`config.mk`:
```
export PLATFORM = sky130hd
export DESIGN_NAME = asrh_ctrl
export DESIGN_NICKNAME = d
export VERILOG_FILES = /design/src/hdl/asrh_pkg.sv /design/src/hdl/asrh_ctrl.sv /design/src/hdl/asrh_lockout.sv
export SDC_FILE = /design/constraint.sdc
export NUM_CORES = 1
export LEC_CHECK = 0
export ABC_CLOCK_PERIOD_IN_PS = 3300
export BUFFER_PORTS_ARGS = -buffer_cell sky130_fd_sc_hd__buf_2
export CORE_MARGIN = 10
export CORE_UTILIZATION = 45
export CTS_CLUSTER_SIZE = 10
export DETAILED_ROUTE_END_ITERATION = 8
export PLACE_DENSITY = 0.76
export SETUP_SLACK_MARGIN = 0.2
export SYNTH_ARGS = -nofsm -noshare
export SYNTH_HDL_FRONTEND = slang
export SYNTH_SLANG_ARGS = --single-unit
```
`constraint.sdc`:
```
create_clock -name clk_in -period 3.3 [get_ports clk_in]
set_clock_uncertainty 0.05 [all_clocks]
set_input_delay 0.33 -clock clk_in [delete_from_list [all_inputs] [get_ports clk_in]]
set_output_delay 0.33 -clock clk_in [all_outputs]
set_load 0.005 [all_outputs]
```
`src/hdl/asrh_pkg.sv`:
```
/*
 * constants and state type for the host-side controller of a battery-backed
 * 32K x 8 asynchronous static ram with power-fail write protection.
 * assumes a single 100 MHz clock and an active-low asynchronous reset.
 */
package asrh_pkg;
    localparam int ADDR_W = 15;
    localparam int DATA_W = 8;
    localparam int MEM_BYTES = 32768;
    localparam int CLK_MHZ = 100;
    // phase lengths minus one, in clock cycles (10 ns each), sized for the slowest grade
    localparam logic [3:0] SETUP_CYC = 4'h2;
    localparam logic [3:0] READ_CYC = 4'ha;
    localparam logic [3:0] GATE_CYC = 4'h2;
    localparam logic [3:0] WRITE_CYC = 4'hf;
    localparam logic [3:0] HOLD_CYC = 4'h2;
    localparam logic [3:0] RECOV_CYC = 4'h2;
    // power-up lockout: longest documented time, in ms, and its cycle count
    localparam int LOCKOUT_MS = 120;
    localparam int LOCKOUT_CYC = LOCKOUT_MS * 1000 * CLK_MHZ;
    localparam int PROTECT_MAX_US = 150;
    localparam int PROTECT_MIN_US = 40;
    localparam int PROTECT_MIN_CYC = PROTECT_MIN_US * CLK_MHZ;
    localparam logic [3:0] CNT_RESET = 4'h0;
    typedef enum logic [2:0] {
        ASRH_IDLE = 3'b000,
        ASRH_SETUP = 3'b001,
        ASRH_READ = 3'b010,
        ASRH_RGATE = 3'b011,
        ASRH_WRITE = 3'b100,
        ASRH_WHOLD = 3'b101,
        ASRH_RECOV = 3'b110
    } asrh_state_t;
endpackage
```
`src/hdl/asrh_ctrl.sv`:
```
/*
 * host controller driving an asynchronous 32K x 8 battery-backed sram.
 * one request at a time on the user side; the sram sees strobes only.
 * assumes the board resolves the data_lines wire from data_lines_oe_out.
 */
`timescale 1ns/1ps
module asrh_ctrl #(
    parameter int LOCK_CYC = asrh_pkg::LOCKOUT_CYC
) (
    input wire logic clk_in,
    input wire logic nrst_in,
    input wire logic power_good_in,
    input wire logic req_valid_in,
    input wire logic req_write_in,
    input wire logic [asrh_pkg::ADDR_W-1:0] req_addr_in,
    input wire logic [asrh_pkg::DATA_W-1:0] req_wdata_in,
    output logic req_ready_out,
    output logic rsp_valid_out,
    output logic [asrh_pkg::DATA_W-1:0] rsp_rdata_out,
    output logic ready_out,
    output logic [asrh_pkg::ADDR_W-1:0] addr_lines_out,
    output logic chip_sel_n_out,
    output logic out_gate_n_out,
    output logic write_n_out,
    input wire logic [asrh_pkg::DATA_W-1:0] data_lines_in,
    output logic [asrh_pkg::DATA_W-1:0] data_lines_out,
    output logic data_lines_oe_out
);
    import asrh_pkg::*;
    asrh_state_t st_q, st_d;
    logic [3:0] cnt_q, cnt_d;
    logic [ADDR_W-1:0] addr_q, addr_d;
    logic [DATA_W-1:0] wdat_q, wdat_d, rdat_q, rdat_d;
    logic cs_n_q, cs_n_d, oe_n_q, oe_n_d, we_n_q, we_n_d, drv_q, drv_d;
    logic wr_q, wr_d, rsp_q, rsp_d;
    logic lock_ready;

    asrh_lockout #(.LOCK_CYC(LOCK_CYC)) u_lock (
        .clk_in(clk_in),
        .nrst_in(nrst_in),
        .power_good_in(power_good_in),
        .ready_out(lock_ready)
    );

    // a request is taken only in idle with power settled
    assign req_ready_out = (st_q == ASRH_IDLE) && lock_ready;

    // request latch: address changes only with every strobe high
    // one request at a time: nothing new is taken until recovery ends
    always_comb begin
        addr_d = addr_q;
        wdat_d = wdat_q;
        wr_d = wr_q;
        if (st_q == ASRH_IDLE) begin
            if (req_valid_in && req_ready_out) begin
                addr_d = req_addr_in;
                wdat_d = req_wdata_in;
                wr_d = req_write_in;
            end
        end
    end

    always_ff @(posedge clk_in or negedge nrst_in) begin
        if (!nrst_in) begin
            addr_q <= '0;
            wdat_q <= '0;
            wr_q <= 1'b0;
        end else begin
            addr_q <= addr_d;
            wdat_q <= wdat_d;
            wr_q <= wr_d;
        end
    end

    // read data taken on the edge that raises select and gate,
    // so the device is still driving when it is sampled
    always_comb begin
        rdat_d = rdat_q;
        rsp_d = 1'b0;
        unique case (st_q)
            ASRH_READ: begin
                if (cnt_q == 4'h0) begin
                    rdat_d = data_lines_in;
                    rsp_d = 1'b1;
                end
            end
            // write answers on the same edge that ends the hold phase and releases the pins
            ASRH_WHOLD: begin
                if (cnt_q == 4'h0) begin
                    rsp_d = 1'b1;
                end
            end
            default: begin
                rsp_d = 1'b0;
            end
        endcase
    end

    // rsp is a one-cycle pulse; rdat stands until the next read
    always_ff @(posedge clk_in or negedge nrst_in) begin
        if (!nrst_in) begin
            rdat_q <= '0;
            rsp_q <= 1'b0;
        end else begin
            rdat_q <= rdat_d;
            rsp_q <= rsp_d;
        end
    end

    // sequencer and pin strobes; phases fixed for the slowest grade,
    // so faster parts are run no quicker than that
    always_comb begin
        st_d = st_q;
        cnt_d = cnt_q;
        cs_n_d = cs_n_q;
        oe_n_d = oe_n_q;
        we_n_d = we_n_q;
        drv_d = drv_q;
        unique case (st_q)
            ASRH_IDLE: begin
                if (req_valid_in && req_ready_out) begin
                    cnt_d = SETUP_CYC;
                    st_d = ASRH_SETUP;
                end
            end
            ASRH_SETUP: begin
                if (cnt_q == 4'h0) begin
                    // address has been stable before select falls
                    cs_n_d = 1'b0;
                    if (wr_q) begin
                        // gate stays high so the device never drives
                        oe_n_d = 1'b1;
                        we_n_d = 1'b0;
                        drv_d = 1'b1;
                        cnt_d = WRITE_CYC;
                        st_d = ASRH_WRITE;
                    end else begin
                        oe_n_d = 1'b0;
                        we_n_d = 1'b1;
                        cnt_d = READ_CYC;
                        st_d = ASRH_READ;
                    end
                end else begin
                    cnt_d = cnt_q - 4'h1;
                end
            end
            ASRH_READ: begin
                if (cnt_q == 4'h0) begin
                    cs_n_d = 1'b1;
                    oe_n_d = 1'b1;
                    cnt_d = RECOV_CYC;
                    st_d = ASRH_RECOV;
                end else begin
                    cnt_d = cnt_q - 4'h1;
                end
            end
            ASRH_WRITE: begin
                if (cnt_q == 4'h0) begin
                    // strobe rises first; data still held after it
                    we_n_d = 1'b1;
                    cnt_d = HOLD_CYC;
                    st_d = ASRH_WHOLD;
                end else begin
                    cnt_d = cnt_q - 4'h1;
                end
            end
            ASRH_WHOLD: begin
                if (cnt_q == 4'h0) begin
                    cs_n_d = 1'b1;
                    drv_d = 1'b0;
                    cnt_d = RECOV_CYC;
                    st_d = ASRH_RECOV;
                end else begin
                    cnt_d = cnt_q - 4'h1;
                end
            end
            ASRH_RECOV: begin
                // an access in progress always finishes, even on power loss
                if (cnt_q == 4'h0) begin
                    st_d = ASRH_IDLE;
                end else begin
                    cnt_d = cnt_q - 4'h1;
                end
            end
            default: begin
                cs_n_d = 1'b1;
                oe_n_d = 1'b1;
                we_n_d = 1'b1;
                drv_d = 1'b0;
                st_d = ASRH_IDLE;
            end
        endcase
    end

    always_ff @(posedge clk_in or negedge nrst_in) begin
        if (!nrst_in) begin
            st_q <= ASRH_IDLE;
            cnt_q <= CNT_RESET;
            cs_n_q <= 1'b1;
            oe_n_q <= 1'b1;
            we_n_q <= 1'b1;
            drv_q <= 1'b0;
        end else begin
            st_q <= st_d;
            cnt_q <= cnt_d;
            cs_n_q <= cs_n_d;
            oe_n_q <= oe_n_d;
            we_n_q <= we_n_d;
            drv_q <= drv_d;
        end
    end

    // every pin comes straight from a flop, so strobes cannot glitch
    assign ready_out = lock_ready;
    assign addr_lines_out = addr_q;
    assign chip_sel_n_out = cs_n_q;
    assign out_gate_n_out = oe_n_q;
    assign write_n_out = we_n_q;
    assign data_lines_out = wdat_q;
    assign data_lines_oe_out = drv_q;
    assign rsp_valid_out = rsp_q;
    assign rsp_rdata_out = rdat_q;
endmodule

```
`src/hdl/asrh_lockout.sv`:
```
/*
 * power-good synchroniser and power-up lockout counter.
 * assumes power_good_in is asynchronous to clk_in.
 */
`timescale 1ns/1ps
module asrh_lockout #(
    parameter int LOCK_CYC = asrh_pkg::LOCKOUT_CYC
) (
    input wire logic clk_in,
    input wire logic nrst_in,
    input wire logic power_good_in,
    output logic ready_out
);
    import asrh_pkg::*;
    logic [2:0] sync_q, sync_d;
    logic good_q, good_d;
    logic [31:0] cnt_q, cnt_d;
    logic ready_q, ready_d;

    always_comb begin
        sync_d = {sync_q[1:0], power_good_in};
        good_d = good_q;
        // change counts only once stages two and three agree
        if (sync_q[2] == sync_q[1]) begin
            good_d = sync_q[2];
        end
        cnt_d = cnt_q;
        ready_d = ready_q;
        if (!good_q) begin
            cnt_d = '0;
            ready_d = 1'b0;
        end else if (cnt_q < 32'(LOCK_CYC)) begin
            cnt_d = cnt_q + 32'h1;
        end else begin
            ready_d = 1'b1;
        end
    end

    always_ff @(posedge clk_in or negedge nrst_in) begin
        if (!nrst_in) begin
            sync_q <= 3'h0;
            good_q <= 1'b0;
            cnt_q <= 32'h0;
            ready_q <= 1'b0;
        end else begin
            sync_q <= sync_d;
            good_q <= good_d;
            cnt_q <= cnt_d;
            ready_q <= ready_d;
        end
    end

    assign ready_out = ready_q;
endmodule

```
==> results of run 1 <==
-- worst max-delay path: stages (launching register included) --
cell	delay, ns
dfrtp_1	0.41
nand2_2	0.13
or4_4	0.55
or2_1	0.27
or4_4	0.45
or4_1	0.41
a21oi_1	0.15
-- cells in the final DEF, fill, tap and decap left out, types with 3 or more instances in the layout --
cell type,synthesis,routed
mux2i_1,3,3
buf_2,0,72
o21ai_0,7,7
inv_1,9,9
nor2_1,34,34
nand3_1,12,12
nor3_1,9,9
nand2_1,24,24
and3_1,3,3
nand4_1,5,5
nor4_1,4,4
o31ai_1,5,5
dfrtp_1,78,78
dfstp_2,3,3
mux2_2,32,32
or4_2,3,3
a21oi_1,16,16
ha_1,3,3
xor2_1,14,14
and2_1,10,10
clkbuf_8,0,9
nand2b_1,3,3
buf_4,0,6
-- registers in the layout, summed over array words and instances (netlist names) --
| name | count |
|---|---|
| st_q | 3 |
| rsp_valid_out | 1 |
| u_lock.good_q | 1 |
| wr_q | 1 |
| u_lock.cnt_q | 32 |
| cnt_q | 4 |
| u_lock.ready_out | 1 |
| chip_sel_n_out | 1 |
| data_lines_out | 8 |
| addr_lines_out | 15 |
| write_n_out | 1 |
| out_gate_n_out | 1 |
| data_lines_oe_out | 1 |
| u_lock.sync_q | 3 |
| rsp_rdata_out | 8 |
-- worst max-delay path by stage --
stage | slack, ns | to | start
after detailed placement | 0.82 | u_lock.cnt_q[22] | u_lock.cnt_q[8]
final | 0.82 | u_lock.cnt_q[22] | u_lock.cnt_q[8]
after global routing | 0.65 | u_lock.cnt_q[9] | u_lock.cnt_q[26]
after floorplan | 0.97 | u_lock.cnt_q[22] | u_lock.cnt_q[8]
after global placement | 0.89 | u_lock.cnt_q[9] | u_lock.cnt_q[28]
after CTS | 0.82 | u_lock.cnt_q[22] | u_lock.cnt_q[8]
-- kinds of logic after synthesis --
| family | Yosys count | share of synthesized area, % |
|---|---|---|
| simple gates | 119 | 16.9 |
| flops | 81 | 56.8 |
| compound gates | 42 | 7.73 |
| mux | 35 | 10.9 |
| buf+inv | 23 | 2.41 |
| xor+xnor | 15 | 3.67 |
| fa+ha+maj | 5 | 1.61 |
-- layout make-up --
cell class	count	area (um^2)
Inverter	9	33.8
Fill cell	642	3460
Timing Repair Buffer	78	405
Tap cell	102	128
Clock inverter	7	85.1
Multi-Input combinational cell	216	1460
Clock buffer	9	124
Sequential cell	81	2030
-- per-layer routing --
layer,vias to the layer above,global-route usage (%)
li1,1276,-
met1,1273,17.1
met2,66,21.6
met3,7,2.42
met4,0,6.69
met5,-,0
-- per-stage QoR --
| stage | hold slack (ns) | instance area [um^2] | worst slack [ns] | cells | util, % |
|---|---|---|---|---|---|
| floorplan | -0.0156 | 3580 | 0.968 | 320 | - |
| global placement | 0.286 | 4060 | 0.888 | 486 | 52.5 |
| detailed placement | 0.296 | 4060 | 0.823 | 486 | 52.5 |
| CTS | 0.0176 | 4270 | 0.819 | 502 | 55.2 |
| global route | 0.0189 | 4270 | 0.648 | 502 | 55.2 |
| finish | 0.0338 | 4270 | 0.819 | 502 | 55.2 |
-- power groups by stage --
stage	sequential (uW)	combinational [uW]	clock (uW)
final	1020	73.3	753
after global placement	1040	73.1	0
after CTS	1020	76.3	770
after floorplan	1030	29.8	0
after global routing	1020	83.7	812
after detailed placement	1040	75.7	0
==> impl_metrics.py, run 1 <==
metrics = {
    "logic_synthesis": {
        "synthesis.instances": 320,
        "ys_async_sr_fraction_pct": 100,
        "synthDominantCellAreaShare_pct": 54.6,
        "yosys_warnings": 0,
        "synth.distinct_cells": 42,
        "yosysSeqAreaShare_pct": 56.8,
        "post-synth-top-count-cell": "dfrtp_1",
        "yosys-top-cells-area": "dfrtp_1, mux2_2, nor2_1, xor2_1, nand2_1",
        "avgSynthCellArea_um2": 11.2,
        "synth_largest_area_cell": "dfrtp_1",
        "ys_seq_elements": 81,
        "synth_edf_count": 0,
        "synthFlopType": "dfrtp_1",
        "synth_fp_nets": 359,
        "synth.cell_area_um2": 3580,
        "synth_common_cells": "dfrtp_1, nor2_1, mux2_2",
    },
    "timing": {
        "maxSlewHeadroom_pct": 34.4,
        "hold_violations": 0,
        "fmax_mhz": 403,
        "period_share_pct": 75.2,
        "worstMarginPinSlew_ns": 0.984,
        "min_period_ns": 2.48,
        "drv_slew": 0,
        "finalSetupViolations": 0,
        "rsz0062_at_grt": "false",
        "setup_tns_ns": 0,
    },
    "setup_path": {
        "cp-start-kind": "flip-flop",
        "r2r-end": "u_lock.cnt_q[22]",
        "crit_fanout": 7,
        "reg2reg_depth": 6,
        "critPathKind": "reg -> reg",
        "r2r-start": "u_lock.cnt_q[8]",
        "cp.required_ns": 3.52,
        "rrSetupSlack_ns": 0.82,
        "end_kind": "flip-flop",
        "cp_data_arrival_time_ns": 2.70,
    },
    "global_routing": {
        "track_usage_pct": 13.5,
        "antenna_found_initial": 0,
        "grt_pass1_vias": 2624,
        "overflow": 0,
        "grt_pass1_wl_mm": 13.0,
        "grt_max_degree": 82,
    },
    "layout": {
        "nNetsFinal": 434,
        "antenna_cells": 0,
        "area_delta_synth_final_pct": 19.3,
        "drive_above_1_share_pct": 34.3,
    },
    "power_and_ir_drop": {
        "clkPwrFrac_pct": 40.8,
        "power_frac_seq_pct": 55.2,
        "p_comb_share_pct": 4.0,
        "switching_share_pct": 24.1,
        "fin_total_pwr_uw": 1850,
        "p_leak_uw": 0.00208,
        "switchingPower_uw": 445,
        "power_density_nw_per_um2": 433,
        "ir_worst_vdd_mv": 0.291,
        "p_int_uw": 1400,
    },
    "min_path": {
        "min_to": "u_lock.sync_q[0]",
        "min_from": "power_good_in",
        "hold_path.class": "in -> reg",
        "holdPathStages": 1,
    },
    "routing": {
        "dr.max_layer_used": "met4",
        "dr_wl_met3_um": 377,
        "viasPerCell": 5.22,
        "avgRoutedWirePerCell_um": 15.8,
        "wl_met1_mm": 3.33,
        "first_pass_iters": 4,
        "drtIter0Drc": 163,
        "ant_nets": 0,
        "wl_mm": 7.92,
        "dr_total_vias": 2622,
        "dr_wl_met2_mm": 4.12,
        "drc": 0,
    },
    "cts": {
        "ctsHoldBuffers": 0,
        "cts_buffers": 9,
        "cts_resized": 0,
        "worstSkewPairLatency_ns": 0.34,
        "htreeDepth": 3,
        "clkTransAtPathRegs_ns": 0.09,
        "cts.sinks": 81,
        "post_cts_buffers": 0,
        "cts_tree": "done",
        "clockBufferDepth": 2,
        "cts_root_buf": "clkbuf_8",
    },
    "floorplan": {
        "die_h_um": 109,
        "die_x_um": 109,
        "io-pin-count": 74,
        "start_util_pct": 46.3,
        "dieArea_um2": 11900,
        "row_count": 32,
        "core_um2": 7730,
    },
    "job": {
        "maxCapViolCount": 0,
    },
    "run_status": {
        "outcome": "complete, no violations",
    },
    "place": {
        "dp_hpwl_mm": 5.64,
        "io_buffers": 73,
        "place.gp.congestion": 0.893,
    },
}
(Power assumes the default switching activity.)
==> run 2, diff against run 1 <==
ABC_CLOCK_PERIOD_IN_PS = 2550   (was 3300)
clock period = 2.55 ns   (was 3.3 ns; I/O delays follow)
==> run 2 against run 1 <==
  * Count of clock-buffer cells in the layout is the same
  * Core utilization is 2.3 points higher
  * Worst setup slack got worse by 0.65 ns
  * Combinational power is 43% higher
  * Via count grew 5.6%
==> impl_metrics.py, run 2 (same netlist as run 1, synthesis figures left out) <==
metrics = {
    "setup_path": {
        "cp-start-kind": "flip-flop",
        "cpMostUsedCell": "or4_4",
        "cpPeakStageDelay_ns": 0.50,
        "path_buf_inv": 0,
        "crit_fanout": 5,
        "crit_chain": "nand3_2 > or4_4 > or2_4 > or4_4 > or4_4 > a21oi_2",
        "cp_data_arrival_time_ns": 2.61,
        "critPathKind": "reg -> reg",
        "crit_family": "simple AND/OR/NAND/NOR gates",
        "critPathSlowestCell": "or4_4",
        "r2r-start": "u_lock.cnt_q[10]",
        "cp.required_ns": 2.78,
        "end_kind": "flip-flop",
        "crit_path_start": "u_lock.cnt_q[10]",
    },
    "cts": {
        "cts_buffers": 9,
        "clockBufferDepth": 2,
        "htreeDepth": 3,
        "cts.sinks": 81,
        "cts_root_buf": "clkbuf_8",
        "cts_tree": "done",
        "clkTransAtPathRegs_ns": 0.09,
        "worstSkewPairLatency_ns": 0.35,
    },
    "routing": {
        "wl_mm": 8.15,
        "avgRoutedWirePerCell_um": 15.6,
        "ant_nets": 0,
        "dr_total_vias": 2768,
        "viasPerCell": 5.29,
        "first_pass_iters": 4,
        "drtIter0Drc": 185,
        "drc": 0,
    },
    "global_routing": {
        "grt_max_degree": 47,
        "grt_pass1_vias": 2829,
        "grt_pass1_wl_mm": 13.4,
        "overflow": 0,
        "antenna_found_initial": 0,
        "track_usage_pct": 14.0,
    },
    "layout": {
        "final_common_cell": "dfrtp_1",
        "nNetsFinal": 455,
        "top_register": "u_lock.cnt_q",
        "final_cells": 523,
        "multi_input_area_um2": 1470,
        "nFillCells": 634,
        "drive_above_1_share_pct": 38.0,
        "antenna_cells": 0,
        "layout_common_cells": "dfrtp_1, buf_2, nor2_1, mux2_2, buf_4",
        "fin_area_um2": 4440,
        "largest_reg_flops": 32,
        "area_delta_synth_final_pct": 24.2,
        "regArea_um2": 2030,
    },
    "timing": {
        "hold_violations": 0,
        "drv_slew": 0,
        "maxSlewHeadroom_pct": 60.9,
        "hold_ws_ns": 0.0719,
        "setup_slack_ns": 0.170,
        "min_period_ns": 2.38,
        "worstMarginPinSlew_ns": 0.587,
        "setup_tns_ns": 0,
        "rsz0062_at_grt": "true",
        "finalSetupViolations": 0,
        "period_share_pct": 93.3,
        "fmax_mhz": 420,
    },
    "floorplan": {
        "dieArea_um2": 11900,
        "core_um2": 7730,
        "io-pin-count": 74,
        "row_count": 32,
        "start_util_pct": 46.3,
        "die_h_um": 109,
        "die_x_um": 109,
    },
    "power_and_ir_drop": {
        "p_int_uw": 1820,
        "power_density_nw_per_um2": 540,
        "switching_share_pct": 24.2,
        "clkPwrFrac_pct": 40.6,
        "switchingPower_uw": 581,
        "power_frac_seq_pct": 55.0,
        "p_comb_share_pct": 4.4,
        "ir_worst_vdd_mv": 0.380,
        "p_leak_uw": 0.00219,
    },
    "place": {
        "io_buffers": 73,
        "dp_hpwl_mm": 5.78,
        "placedCellCount": 492,
        "pre_cts_ws_ns": 0.0753,
        "placed_cell_area_um2": 4100,
        "place.gp.congestion": 0.845,
    },
    "min_path": {
        "hold_path.class": "in -> reg",
        "min_from": "data_lines_in[2]",
    },
    "run_status": {
        "outcome": "complete, no violations",
    },
    "job": {
        "maxCapViolCount": 0,
    },
}
==> run 2: changes by cell type in the layout (fill, tap and decap cells not counted), sizes merged <==
cell,delta
clkinv,+1
buf,+19
dlygate4sd3,+2
clkinvlp,-1
==> run 2: cell type report <==
cell class	count	area share (%)
Multi-Input combinational cell	216	33.2
Clock buffer	9	2.79
Timing Repair Buffer	99	12.8
Tap cell	102	2.87
Inverter	9	0.761
Clock inverter	7	1.89
Sequential cell	81	45.7
==> run 2: timing repair <==
action | in CTS | in global routing
setup buffers | 11 | 2
endpoints found under the hold margin | 43 | 0
endpoints found under the setup margin | 2 | 7
pin swaps | 4 | 2
hold buffers | 2 | 0
resized for setup | 1 | 3
==> run 2: worst reg2reg max path: cells and delay by family (launching register included) <==
family          cells  cell delay, ns
compound gates      1            0.12
simple gates        5            1.77
flops               1            0.39
==> run 2: metrics by stage <==
stage / utilization [%] / total power (uW)
5_1_grt: 57.5 / 2490
3_3_place_gp: 53.1 / 1440
4_1_cts: 57.1 / 2430
6_report: 57.5 / 2400
3_5_place_dp: 53.1 / 1450
2_1_floorplan: - / 1370
==> run 2: power by group through the flow <==
stage	logic (uW)	clock network, uW	registers [uW]
2_1_floorplan	38.6	0	1340
3_3_place_gp	99.9	0	1340
3_5_place_dp	103	0	1350
4_1_cts	107	1000	1320
5_1_grt	119	1050	1320
6_report	105	975	1320
==> run 2: final timing paths <==
check | endpoint | slack [ns] | cells past startpoint
hold reg to reg | u_lock.sync_q[1] | 0.33 | 0
setup reg to reg | u_lock.cnt_q[22] | 0.17 | 6
hold / removal | rsp_rdata_out[2] | 0.07 | 2
max in group asynchronous | out_gate_n_out | 1.34 | 3
min in group asynchronous | u_lock.cnt_q[6] | 0.39 | 2
setup / recovery | u_lock.cnt_q[22] | 0.17 | 6
==> run 2: metal layers <==
metal	track usage [%]	vias to the layer above	wire length [um]
met1	17.1	1362	3440
met5	0	-	0
met3	3.36	17	385
met4	8.10	0	204
met2	22.3	67	4120
li1	-	1322	-
